`src/eeprom_host_map.vh`:
```
// Constants for the paged EEPROM host controller: opcodes, timings and command sequences
`ifndef EEPROM_HOST_MAP_VH
`define EEPROM_HOST_MAP_VH

// Command opcodes on the user port
`define OP_READ       3'h0
`define OP_PAGE       3'h1
`define OP_LOCK_ON    3'h2
`define OP_LOCK_OFF   3'h3
`define OP_SW_ERASE   3'h4
`define OP_HW_ERASE   3'h5
`define OP_LOCKED_PG  3'h6

// Geometry
`define ADDR_W        15
`define DATA_W        8
`define PAGE_BYTES    64
`define OFF_W         6
`define CNT_W         7
`define ID_PAGE       9'h1FF

// Timing, printed units
`define CLK_NS        20
`define T_WP_NS       100
`define T_WPH_NS      50
`define T_ACC_NS      150
`define T_BLC_US      150
`define T_WC_US       10000
`define T_ER_SH_US    5
`define T_ER_W_US     10000

// Cycle counts derived from the times (all round up except the load window BLC_CYC, which rounds down)
`define WP_CYC        ((`T_WP_NS + `CLK_NS - 1) / `CLK_NS)
`define WPH_CYC       ((`T_WPH_NS + `CLK_NS - 1) / `CLK_NS)
`define ACC_CYC       ((`T_ACC_NS + `CLK_NS - 1) / `CLK_NS)
`define BLC_CYC       ((`T_BLC_US * 1000) / `CLK_NS)
`define WC_CYC        ((`T_WC_US * 1000 + `CLK_NS - 1) / `CLK_NS)
`define ER_SH_CYC     ((`T_ER_SH_US * 1000 + `CLK_NS - 1) / `CLK_NS)
`define ER_W_CYC      ((`T_ER_W_US * 1000 + `CLK_NS - 1) / `CLK_NS)

// Command sequences: entries of {address[14:0], data[7:0]}, entry 0 in the low bits
`define SEQ_ENT_W     23
`define LOCK_ON_LEN   3
`define LOCK_OFF_LEN  6
`define ERASE_LEN     6
`define LOCK_ON_SEQ   69'h0
`define LOCK_OFF_SEQ  138'h0
`define ERASE_SEQ     138'h0

`endif

```
`src/page_buffer.v`:
```
// Small page buffer: holds {byte offset, data} entries for one page load
`timescale 1ns/1ps
`default_nettype none
module page_buffer #(
	parameter WIDTH = 14,
	parameter DEPTH = 64,
	parameter AW    = 6
) (
	input  wire             clk,      // System clock
	input  wire             wr_en,    // Write strobe
	input  wire [AW-1:0]    wr_addr,  // Write index
	input  wire [WIDTH-1:0] wr_data,  // Write entry
	input  wire [AW-1:0]    rd_addr,  // Read index
	output reg  [WIDTH-1:0] rd_data   // Registered read entry
);
	reg [WIDTH-1:0] mem [0:DEPTH-1];

	always @(posedge clk) begin
		if (wr_en) begin
			mem[wr_addr] <= wr_data;
		end
		rd_data <= mem[rd_addr];
	end
endmodule // page_buffer
`default_nettype wire

```
`src/eeprom_host.v`:
```
// Host controller that drives a paged byte-wide EEPROM through its strobe, address and data pins
`timescale 1ns/1ps
`default_nettype none
`include "eeprom_host_map.vh"
module eeprom_host #(
	parameter [19:0]                       WC_CYC       = `WC_CYC,
	parameter [19:0]                       ER_SH_CYC    = `ER_SH_CYC,
	parameter [19:0]                       ER_W_CYC     = `ER_W_CYC,
	parameter [`LOCK_ON_LEN*`SEQ_ENT_W-1:0]  LOCK_ON_SEQ  = `LOCK_ON_SEQ,
	parameter [`LOCK_OFF_LEN*`SEQ_ENT_W-1:0] LOCK_OFF_SEQ = `LOCK_OFF_SEQ,
	parameter [`ERASE_LEN*`SEQ_ENT_W-1:0]    ERASE_SEQ    = `ERASE_SEQ
) (
	input  wire               clk,          // 50 MHz clock
	input  wire               rst_n,        // Asynchronous reset, active low
	input  wire               cmd_valid,    // Command request
	input  wire [2:0]         cmd_op,       // Command opcode
	input  wire [`ADDR_W-1:0] cmd_addr,     // Read address or page address
	input  wire [`CNT_W-1:0]  cmd_count,    // Page bytes to write, 0 to 64
	input  wire               cmd_id,       // Target identification area
	input  wire               buf_wr_en,    // Page buffer write strobe
	input  wire [`OFF_W-1:0]  buf_wr_idx,   // Page buffer entry index
	input  wire [`OFF_W-1:0]  buf_wr_off,   // Byte offset within page
	input  wire [`DATA_W-1:0] buf_wr_data,  // Byte to program
	output reg                busy_q,       // Command in progress
	output reg                done_q,       // One-cycle completion pulse
	output reg  [`DATA_W-1:0] rd_data_q,    // Read result
	output reg  [`ADDR_W-1:0] addr_q,       // Address pins
	output reg                ce_n_q,       // Select strobe, active low
	output reg                oe_n_q,       // Output-drive control, active low
	output reg                we_n_q,       // Write strobe, active low
	output reg                oe_hv_q,      // Request elevated level on output-drive
	output reg                id_sel_q,     // Request elevated level on address_line_nine
	output reg  [`DATA_W-1:0] dq_out_q,     // Data pins, output
	output reg                dq_oe_q,      // Data pins, output enable
	input  wire [`DATA_W-1:0] dq_in         // Data pins, input
);
	localparam [3:0] S_IDLE   = 4'h0;
	localparam [3:0] S_LOAD   = 4'h1;
	localparam [3:0] S_SETUP  = 4'h2;
	localparam [3:0] S_LOW    = 4'h3;
	localparam [3:0] S_HIGH   = 4'h4;
	localparam [3:0] S_TWC    = 4'h5;
	localparam [3:0] S_READ   = 4'h6;
	localparam [3:0] S_ER_SU  = 4'h7;
	localparam [3:0] S_ER_W   = 4'h8;
	localparam [3:0] S_ER_H   = 4'h9;

	localparam [19:0] WP_C  = `WP_CYC;
	localparam [19:0] WPH_C = `WPH_CYC;
	localparam [19:0] ACC_C = `ACC_CYC;
	localparam [2:0]  ON_L  = `LOCK_ON_LEN;
	localparam [2:0]  OFF_L = `LOCK_OFF_LEN;
	localparam [2:0]  ER_L  = `ERASE_LEN;

	reg [3:0]         state_q;
	reg [19:0]        cnt_q;
	reg [2:0]         op_q;
	reg [8:0]         page_q;
	reg [`CNT_W-1:0]  count_q;
	reg               id_q;
	reg               phase_q;   // 0 sequence bytes, 1 page data bytes
	reg [2:0]         seq_k_q;
	reg [`OFF_W-1:0]  idx_q;

	wire [`OFF_W+`DATA_W-1:0] buf_rd;

	page_buffer #(
		.WIDTH (`OFF_W + `DATA_W),
		.DEPTH (`PAGE_BYTES),
		.AW    (`OFF_W)
	) u_buf (
		.clk     (clk),
		.wr_en   (buf_wr_en),
		.wr_addr (buf_wr_idx),
		.wr_data ({buf_wr_off, buf_wr_data}),
		.rd_addr (idx_q),
		.rd_data (buf_rd)
	);

	// Sequence entry for the current command
	function [`SEQ_ENT_W-1:0] seq_entry;
		input [2:0] op;
		input [2:0] k;
		begin
			case (op)
				`OP_LOCK_ON, `OP_LOCKED_PG: seq_entry = LOCK_ON_SEQ[k*`SEQ_ENT_W +: `SEQ_ENT_W];
				`OP_LOCK_OFF: seq_entry = LOCK_OFF_SEQ[k*`SEQ_ENT_W +: `SEQ_ENT_W];
				`OP_SW_ERASE: seq_entry = ERASE_SEQ[k*`SEQ_ENT_W +: `SEQ_ENT_W];
				default:      seq_entry = {`SEQ_ENT_W{1'b0}};
			endcase
		end
	endfunction

	function [2:0] seq_len;
		input [2:0] op;
		begin
			case (op)
				`OP_LOCK_ON, `OP_LOCKED_PG: seq_len = ON_L;
				`OP_LOCK_OFF: seq_len = OFF_L;
				`OP_SW_ERASE: seq_len = ER_L;
				default:      seq_len = 3'h0;
			endcase
		end
	endfunction

	wire [`SEQ_ENT_W-1:0] seq_now = seq_entry(op_q, seq_k_q);
	// Page bits fixed per command, so every data-byte strobe of a load shares them; sequence bytes use their own
	wire [`ADDR_W-1:0]    dat_addr = {page_q, buf_rd[`OFF_W+`DATA_W-1:`DATA_W]};
	wire                  more_seq = (seq_k_q + 3'h1) < seq_len(op_q);
	wire                  more_dat = ({1'b0, idx_q} + 7'h01) < count_q;
	wire                  has_dat  = (op_q == `OP_PAGE) || (op_q == `OP_LOCK_ON) ||
	                                 (op_q == `OP_LOCKED_PG);

	always @(posedge clk or negedge rst_n) begin
		if (!rst_n) begin
			state_q   <= S_IDLE;
			cnt_q     <= 20'h00000;
			op_q      <= 3'h0;
			page_q    <= 9'h000;
			count_q   <= 7'h00;
			id_q      <= 1'b0;
			phase_q   <= 1'b0;
			seq_k_q   <= 3'h0;
			idx_q     <= 6'h00;
			busy_q    <= 1'b0;
			done_q    <= 1'b0;
			rd_data_q <= 8'h00;
			addr_q    <= 15'h0000;
			ce_n_q    <= 1'b1;
			oe_n_q    <= 1'b1;
			we_n_q    <= 1'b1;
			oe_hv_q   <= 1'b0;
			id_sel_q  <= 1'b0;
			dq_out_q  <= 8'h00;
			dq_oe_q   <= 1'b0;
		end else begin
			done_q <= 1'b0;
			case (state_q)
				S_IDLE: begin
					if (cmd_valid && !busy_q) begin
						busy_q  <= 1'b1;
						op_q    <= cmd_op;
						id_q    <= cmd_id;
						id_sel_q <= cmd_id;
						// The identification area is the top page
						page_q  <= cmd_id ? `ID_PAGE : cmd_addr[14:6];
						count_q <= (cmd_count > 7'h40) ? 7'h40 : cmd_count;
						seq_k_q <= 3'h0;
						idx_q   <= 6'h00;
						case (cmd_op)
							`OP_READ: begin
								addr_q  <= cmd_id ? {`ID_PAGE, cmd_addr[5:0]} : cmd_addr;
								ce_n_q  <= 1'b0;
								oe_n_q  <= 1'b0;
								cnt_q   <= ACC_C;
								state_q <= S_READ;
							end
							`OP_PAGE: begin
								phase_q <= 1'b1;
								if (cmd_count == 7'h00) begin
									busy_q  <= 1'b0;
									done_q  <= 1'b1;
									id_sel_q <= 1'b0;
								end else begin
									state_q <= S_LOAD;
								end
							end
							`OP_HW_ERASE: begin
								ce_n_q  <= 1'b0;
								oe_hv_q <= 1'b1;
								cnt_q   <= ER_SH_CYC;
								state_q <= S_ER_SU;
							end
							`OP_LOCK_ON, `OP_LOCK_OFF, `OP_SW_ERASE, `OP_LOCKED_PG: begin
								phase_q <= 1'b0;
								state_q <= S_SETUP;
							end
							default: begin
								busy_q   <= 1'b0;
								done_q   <= 1'b1;
								id_sel_q <= 1'b0;
							end
						endcase
					end
				end
				S_LOAD: begin
					// Buffer read data is registered, one cycle here
					state_q <= S_SETUP;
				end
				S_SETUP: begin
					if (phase_q) begin
						addr_q   <= dat_addr;
						dq_out_q <= buf_rd[`DATA_W-1:0];
					end else begin
						addr_q   <= seq_now[`SEQ_ENT_W-1:`DATA_W];
						dq_out_q <= seq_now[`DATA_W-1:0];
					end
					dq_oe_q <= 1'b1;
					oe_n_q  <= 1'b1;
					ce_n_q  <= 1'b0;
					cnt_q   <= WP_C;
					state_q <= S_LOW;
				end
				S_LOW: begin
					// Output-drive is high here, so the device latches the write
					we_n_q <= 1'b0;
					if (cnt_q == 20'h00001) begin
						cnt_q   <= WPH_C;
						state_q <= S_HIGH;
					end else begin
						cnt_q <= cnt_q - 20'h00001;
					end
				end
				S_HIGH: begin
					we_n_q <= 1'b1;
					ce_n_q <= 1'b1;
					if (cnt_q == 20'h00001) begin
						dq_oe_q <= 1'b0;
						// Bytes follow in a few cycles, far inside the load window
						if (!phase_q && more_seq) begin
							seq_k_q <= seq_k_q + 3'h1;
							state_q <= S_SETUP;
						end else if (!phase_q && has_dat && count_q != 7'h00) begin
							phase_q <= 1'b1;
							state_q <= S_LOAD;
						end else if (phase_q && more_dat) begin
							idx_q   <= idx_q + 6'h01;
							state_q <= S_LOAD;
						end else begin
							// Device closes the load by timeout, lock state moves then
							cnt_q   <= WC_CYC;
							state_q <= S_TWC;
						end
					end else begin
						cnt_q <= cnt_q - 20'h00001;
					end
				end
				S_TWC: begin
					// No polling: the full worst-case period is spent idle
					if (cnt_q == 20'h00001) begin
						id_sel_q <= 1'b0;
						busy_q   <= 1'b0;
						done_q   <= 1'b1;
						state_q  <= S_IDLE;
					end else begin
						cnt_q <= cnt_q - 20'h00001;
					end
				end
				S_READ: begin
					if (cnt_q == 20'h00001) begin
						rd_data_q <= dq_in;
						ce_n_q    <= 1'b1;
						oe_n_q    <= 1'b1;
						id_sel_q  <= 1'b0;
						busy_q    <= 1'b0;
						done_q    <= 1'b1;
						state_q   <= S_IDLE;
					end else begin
						cnt_q <= cnt_q - 20'h00001;
					end
				end
				S_ER_SU: begin
					if (cnt_q == 20'h00001) begin
						we_n_q  <= 1'b0;
						cnt_q   <= ER_W_CYC;
						state_q <= S_ER_W;
					end else begin
						cnt_q <= cnt_q - 20'h00001;
					end
				end
				S_ER_W: begin
					if (cnt_q == 20'h00001) begin
						we_n_q  <= 1'b1;
						cnt_q   <= ER_SH_CYC;
						state_q <= S_ER_H;
					end else begin
						cnt_q <= cnt_q - 20'h00001;
					end
				end
				S_ER_H: begin
					if (cnt_q == 20'h00001) begin
						ce_n_q   <= 1'b1;
						oe_hv_q  <= 1'b0;
						id_sel_q <= 1'b0;
						busy_q   <= 1'b0;
						done_q   <= 1'b1;
						state_q  <= S_IDLE;
					end else begin
						cnt_q <= cnt_q - 20'h00001;
					end
				end
				default: begin
					state_q <= S_IDLE;
				end
			endcase
		end
	end
endmodule // eeprom_host
`default_nettype wire

```
`config.mk`:
```
export PLATFORM = sky130hd
export DESIGN_NAME = eeprom_host
export DESIGN_NICKNAME = d
export VERILOG_FILES = /design/src/page_buffer.v /design/src/eeprom_host.v
export VERILOG_INCLUDE_DIRS = /design/src /design/src/src
export SDC_FILE = /design/constraint.sdc
export NUM_CORES = 1
export LEC_CHECK = 0
export BUFFER_PORTS_ARGS = -buffer_cell sky130_fd_sc_hd__buf_2
export CELL_PAD_IN_SITES_DETAIL_PLACEMENT = 1
export CELL_PAD_IN_SITES_GLOBAL_PLACEMENT = 1
export CORE_AREA = 2 2 370 372
export DETAILED_ROUTE_END_ITERATION = 7
export DIE_AREA = 0 0 372 374
export PLACE_DENSITY_LB_ADDON = 0.1
export SYNTH_ARGS = -nofsm -noshare
export SYNTH_HDL_FRONTEND = slang
export SYNTH_SLANG_ARGS = --single-unit
```
`constraint.sdc`:
```
create_clock -name clk -period 5.45 [get_ports clk]
set_input_delay 0.545 -clock clk [delete_from_list [all_inputs] [get_ports clk]]
set_output_delay 0.545 -clock clk [all_outputs]
set_load 0.02 [all_outputs]
```
# Yosys cells after proc, flatten, opt, wreduce, memory -nomap -nowiden
# Memories as Yosys holds them, arrays and structs flattened. A register that Yosys moved wholly into a read port is not among the register bits.
# Cells that the tools add are included.
# totals
n_memories	1
wordCells	196
out_inout_bits	39
ram_bits	896
inputBits	58
reg_bits	92
# memory_table
memory	depth	word_bits	read_ports	rd_clocked_by_memory_dff	write_ports	line	source
u_buf.mem	64	14	1	1	1	page_buffer.v:16	reg [WIDTH-1:0] mem [0:DEPTH-1];
# op_classes
n_mul	1
n_addsub	4
shifts	2
reduce_logical	43
muxes	77
n_eq_ne	46
magnitude_cmp	3
# ops
operator	count
two-way mux 20 bit	9
case mux 20 bit (7 select lines)	1
indexed part select 138 x 9 -> 23 bit (first input constant)	1
indexed part select 69 x 9 -> 23 bit (first input constant)	1
two-way mux 15 bit	4
case mux 23 bit (2 select lines)	1
case mux 20 bit (2 select lines)	1
case mux 4 bit (8 select lines)	1
two-way mux 6 bit	5
case mux 15 bit (2 select lines)	1
two-way mux 4 bit	7
inequality test 2 bit (second input constant)	14
two-way mux 1 bit	21
equality test 20 x 1 -> 1 bit (second input constant)	1
case mux 1 bit (2 select lines)	10
subtractor 20 x 1 -> 20 bit (second input constant)	1
two-way mux 3 bit	6
equality test 4 x 3 -> 1 bit (second input constant)	4
case mux 4 bit (4 select lines)	1
AND reduction 4 bit	4
equality test 3 bit (second input constant)	5
nonzero test 7 bit	2
equality test 3 x 2 -> 1 bit (second input constant)	4
inequality test 3 bit (second input constant)	4
39 further kinds	67

# Depth between registers and ports, before layout
# logic_depth
ltp_word	9
depth_mapped	15
depth_no_buf	11

# Cells and area by module
# Synthesis repeated with hierarchy kept, for this count alone.
# hier_totals
cells_unflattened	2179
hier_area_um2	40365.0
# modules_own_cells
mod	area_per_inst_um2	cells_each	instances	seq_area_each_um2
page_buffer	34958.5	1550	1	27186.1
eeprom_host	5406.4	629	1	2306.0

# Worst setup path after synthesis
# Ideal clock, no wire load.
# synth_path
path_type	register to register
from	register idx_q[1]
to	register cnt_q[18]
n_path_buf	4
setup_ns	0.142
slack_ns	2.128
stages_incl_launch_ff	15
arrival_time_ns	3.180
required_time_ns	5.308
synth_period_minus_slack_ns	3.322
cell_sequence	dfrtp_1 > clkbuf_1 > clkbuf_1 > clkbuf_1 > nand3_1 > nor2_1 > xor2_1 > ha_1 > nand4_1 > o311a_1 > o311ai_0 > nand2_1 > buf_2 > o21ai_0 > o21ai_0
# synth_via
elab_chain_cells	5
# synth_lines
item	line	source
start: declaration	eeprom_host.v:63	reg [`OFF_W-1:0] idx_q;
start signal: assignment	eeprom_host.v:227	idx_q <= idx_q + 6'h01;
adder 6 x 1 -> 7 bit	eeprom_host.v:110	wire more_dat = ({1'b0, idx_q} + 7'h01) < count_q;
< comparator 7 bit	eeprom_host.v:110	
logical AND 1 bit	eeprom_host.v:226	end else if (phase_q && more_dat) begin
inequality test 3 bit (no source line)	--	
AND reduction 7 bit (no source line)	--	
end signal: assignment	eeprom_host.v:235	cnt_q <= cnt_q - 20'h00001;
end signal: assignment	eeprom_host.v:246	cnt_q <= cnt_q - 20'h00001;
end signal: assignment	eeprom_host.v:259	cnt_q <= cnt_q - 20'h00001;
end: declaration	eeprom_host.v:56	reg [19:0] cnt_q;
# Every way passes these cells.
# A chain may end at the register's enable or synchronous reset.

# Final worst setup path
# layout_path
from	register idx_q[0]
to	register cnt_q[2]
# The elaborated chain is that of the path after synthesis.

==> qor.txt <==
outcome: finished clean
initial DRC count: 1,500
Fillers: 13,655
DRT antenna net count: 0
register area: 0.0295 sq mm
crit start category: register
clk_lat worst skew: 0.73 ns
Worst-path clk slew: 0.06 ns
most frequent cells after synthesis: edfxtp_1 (896), mux2i_1 (227), o21ai_0 (135), nor2_1 (128), nand2_1 (126)
effective utilization at floorplan: 29.8%
Worst R2R Start: idx_q[0]$_DFFE_PN0P_
GRT Total Usage: 16.9%
area of the multi-input gates: 0.0101 sq mm
setup violators final: 0
sequential share of power: 45.2%
Crit-path slowest cell: dfrtp_4
total die area: 0.139 sq mm
first-pass GRT wire length: 172,000 um
pre-CTS setup slack: 1.47 ns
gr ovfl total: 0
Max-Cap Viols: 0
Syn Std Cell Area: 0.0402 sq mm
max-slew violation count: 0
clk sinks: 1,002
Port-buffer cells: 96
Worst Hold Class: in -> reg
vias in the first global route: 24,234
Crit. End Element: register
CTS tree: built
hold depth: 2
sw frac: 29.4%
Synth warnings: 0
core area: 0.135 sq mm
static leakage: 14.9 nW
clock group share of total power: 35.6%
I/O Pins: 97
Hold Worst Slack: 0.0672 ns
FF-to-FF path depth: 10
Residual DRC: 0
Synth cell types: 67
clk buf depth: 3
worst IR drop on VDD: 0.253 mV
Routed WL per cell: 26.5 um
Switch Pwr: 0.00591 W
syn nets: 2,483
Rel. slew slack: 15.4%
Buf/Inv on CP: 0
critical path arrival: 4.43 ns
setup bufs post-CTS: 0
Pwr Density: 430 mW/mm^2
Worst Setup Slack, final: 1.54 ns
Power, Total: 0.0201 W
H-tree depth: 3
layout cell share with drive strength beyond 1: 19.5%
DIE HEIGHT: 374 um
Final min period: 3.91 ns
number of buffers created by CTS: 114
Placer Congestion: 0.773
CTS root buf: clkbuf_16
P_int: 0.0142 W
leading area contributor after synthesis: edfxtp_1
Worst path max stage delay: 0.67 ns
Comb power frac: 19.3%
Hold Crit Start: dq_in[1]
post-CTS sizing: 0
Synth Flop Type: edfxtp_1
Core Rows: 135
cell with the most instances after synthesis: edfxtp_1
synth top area cells: edfxtp_1 (67%), mux4_2 (6.3%), mux2i_1 (5.6%), dfrtp_1 (5.5%), o21ai_0 (1.7%)
measured slew at the worst slew-check pin: 1.27 ns
crit share post-route: 71.8%
Syn Area/Cell: 16.7 sq um
crit-path leading delay family: compound AO/OA/AOI/OAI gates
CP dominant cell by count: ha_1
setup total negative slack: 0 ns
Hold Vio Cnt, Final: 0
DR vias: 22,650
die width: 372 um
asr flop ratio synth: 9.18%
worst-path cell chain: ha_1 > nand3_1 > xnor2_1 > ha_1 > nand4_1 > o311a_1 > o311ai_0 > nand2_1 > o21ai_0 > o211ai_1
clock skew after layout: 0.0521 ns
CP Max Fanout: 21
post-DR vias/cell: 5.07
Highest Clock Rate: 0.256 GHz
#FFs+latches synth: 1,002
Seq/Total Area, Yosys: 73.3%
drt first pass iters: 4
Worst Path Required: 5.97 ns
WS Path Type: reg -> reg
post-synthesis instance total: 2,413
RSZ-0062 raised after global routing: false
Area Overhead vs Synth: 16.1%
initial antenna violation count: 5
number of synthesized flops with an enable pin: 896
Final Net Count: 2,649
DP HPWL: 70,700 um
WL final: 118,000 um
R2R Setup Slk: 1.54 ns
Crit Reg-Reg Endpoint: cnt_q[2]$_DFFE_PN0P_
pin count of the biggest net entering global routing: 107
Hold Path End: rd_data_q[1]$_DFFE_PN0P_
hold_buf cts: 1
post-synth top area share: 66.9%
==> power by group through the flow <==
stage,sequential [W],clock [W],combinational [W]
after floorplan,0.00921,0,0.00256
after global placement,0.00921,0,0.00388
after detailed placement,0.00924,0,0.00393
after CTS,0.00908,0.00736,0.00394
after global routing,0.00913,0.00763,0.00426
final,0.00908,0.00714,0.00387
==> cells in the final DEF (no fill, tap or decap), drive strengths merged, types with 10 or more instances in the layout <==
| master | synthesis | routed |
|---|---|---|
| mux4 | 112 | 112 |
| nor4 | 10 | 10 |
| dfxtp | 14 | 14 |
| nand2 | 126 | 126 |
| a21oi | 96 | 96 |
| dfrtp | 89 | 89 |
| o221ai | 58 | 58 |
| nor2 | 130 | 130 |
| o32ai | 59 | 59 |
| o21ai | 143 | 143 |
| a22oi | 15 | 15 |
| inv | 15 | 20 |
| clkbuf | 101 | 156 |
| a211oi | 18 | 18 |
| edfxtp | 896 | 896 |
| ha | 12 | 12 |
| a31oi | 18 | 18 |
| nor3 | 13 | 13 |
| clkinv | 1 | 52 |
| buf | 50 | 200 |
| mux2i | 227 | 227 |
| o22ai | 59 | 59 |
| nand3 | 27 | 27 |
==> state kept, by name (all words and copies together), names as in the netlist, 4 cells and up <==
register and count:
cnt_q 20, idx_q 6, rd_data_q 8, u_buf.rd_data 14
addr_q 15, state_q 4, dq_out_q 8, count_q 7
u_buf.mem 896, page_q 9
==> final cells by class <==
class | instances | area share (%)
antenna | 4 | 0.0214
clock buffer | 156 | 6.51
clock inverter | 60 | 0.876
inverter | 16 | 0.129
multi-input combinational | 1244 | 21.7
sequential | 1002 | 63.2
tap | 1781 | 4.77
timing repair buffer | 201 | 2.83
==> logic make-up (layout without fill, tap and decap cells) <==
| kind of cell | Yosys count | count (layout) | share of synthesized area (%) |
|---|---|---|---|
| buffers and inverters | 167 | 433 | 1.67 |
| AND/OR/NAND/NOR | 375 | 375 | 4.28 |
| flip-flops | 1002 | 1002 | 73.3 |
| XOR/XNOR | 7 | 7 | 0.152 |
| AO/OA/AOI/OAI | 503 | 503 | 8.10 |
| other | 0 | 4 | 0 |
| multiplexers | 347 | 347 | 12.1 |
| adder cells (fa/ha/maj) | 12 | 12 | 0.373 |
==> worst max-delay path by stage <==
stage | slack, ns | start | cells past startpoint | endpoint
floorplan | 2.13 | idx_q[1]$_DFFE_PN0P_ | 14 | cnt_q[18]$_DFFE_PN0P_
global placement | 1.61 | idx_q[0]$_DFFE_PN0P_ | 10 | cnt_q[2]$_DFFE_PN0P_
detailed placement | 1.47 | idx_q[0]$_DFFE_PN0P_ | 10 | cnt_q[2]$_DFFE_PN0P_
CTS | 1.48 | idx_q[0]$_DFFE_PN0P_ | 10 | cnt_q[2]$_DFFE_PN0P_
global route | 1.17 | idx_q[0]$_DFFE_PN0P_ | 10 | cnt_q[18]$_DFFE_PN0P_
finish | 1.54 | idx_q[0]$_DFFE_PN0P_ | 10 | cnt_q[2]$_DFFE_PN0P_
==> layer usage <==
layer  wire length [um]  global-route usage [%]
met1              54000                    22.9
met5                 37                       0
met2              57000                    28.0
met4               2800                    4.21
met3               4250                    2.94
==> per-stage QoR <==
step	instances	util (%)	instance area (sq um)
CTS	4460	34.6	46700
global route	4460	34.6	46700
floorplan	2413	-	40200
finish	4464	34.6	46700
global placement	4243	32.0	43300
detailed placement	4243	32.0	43300
Power figures use the tool's default switching activity.
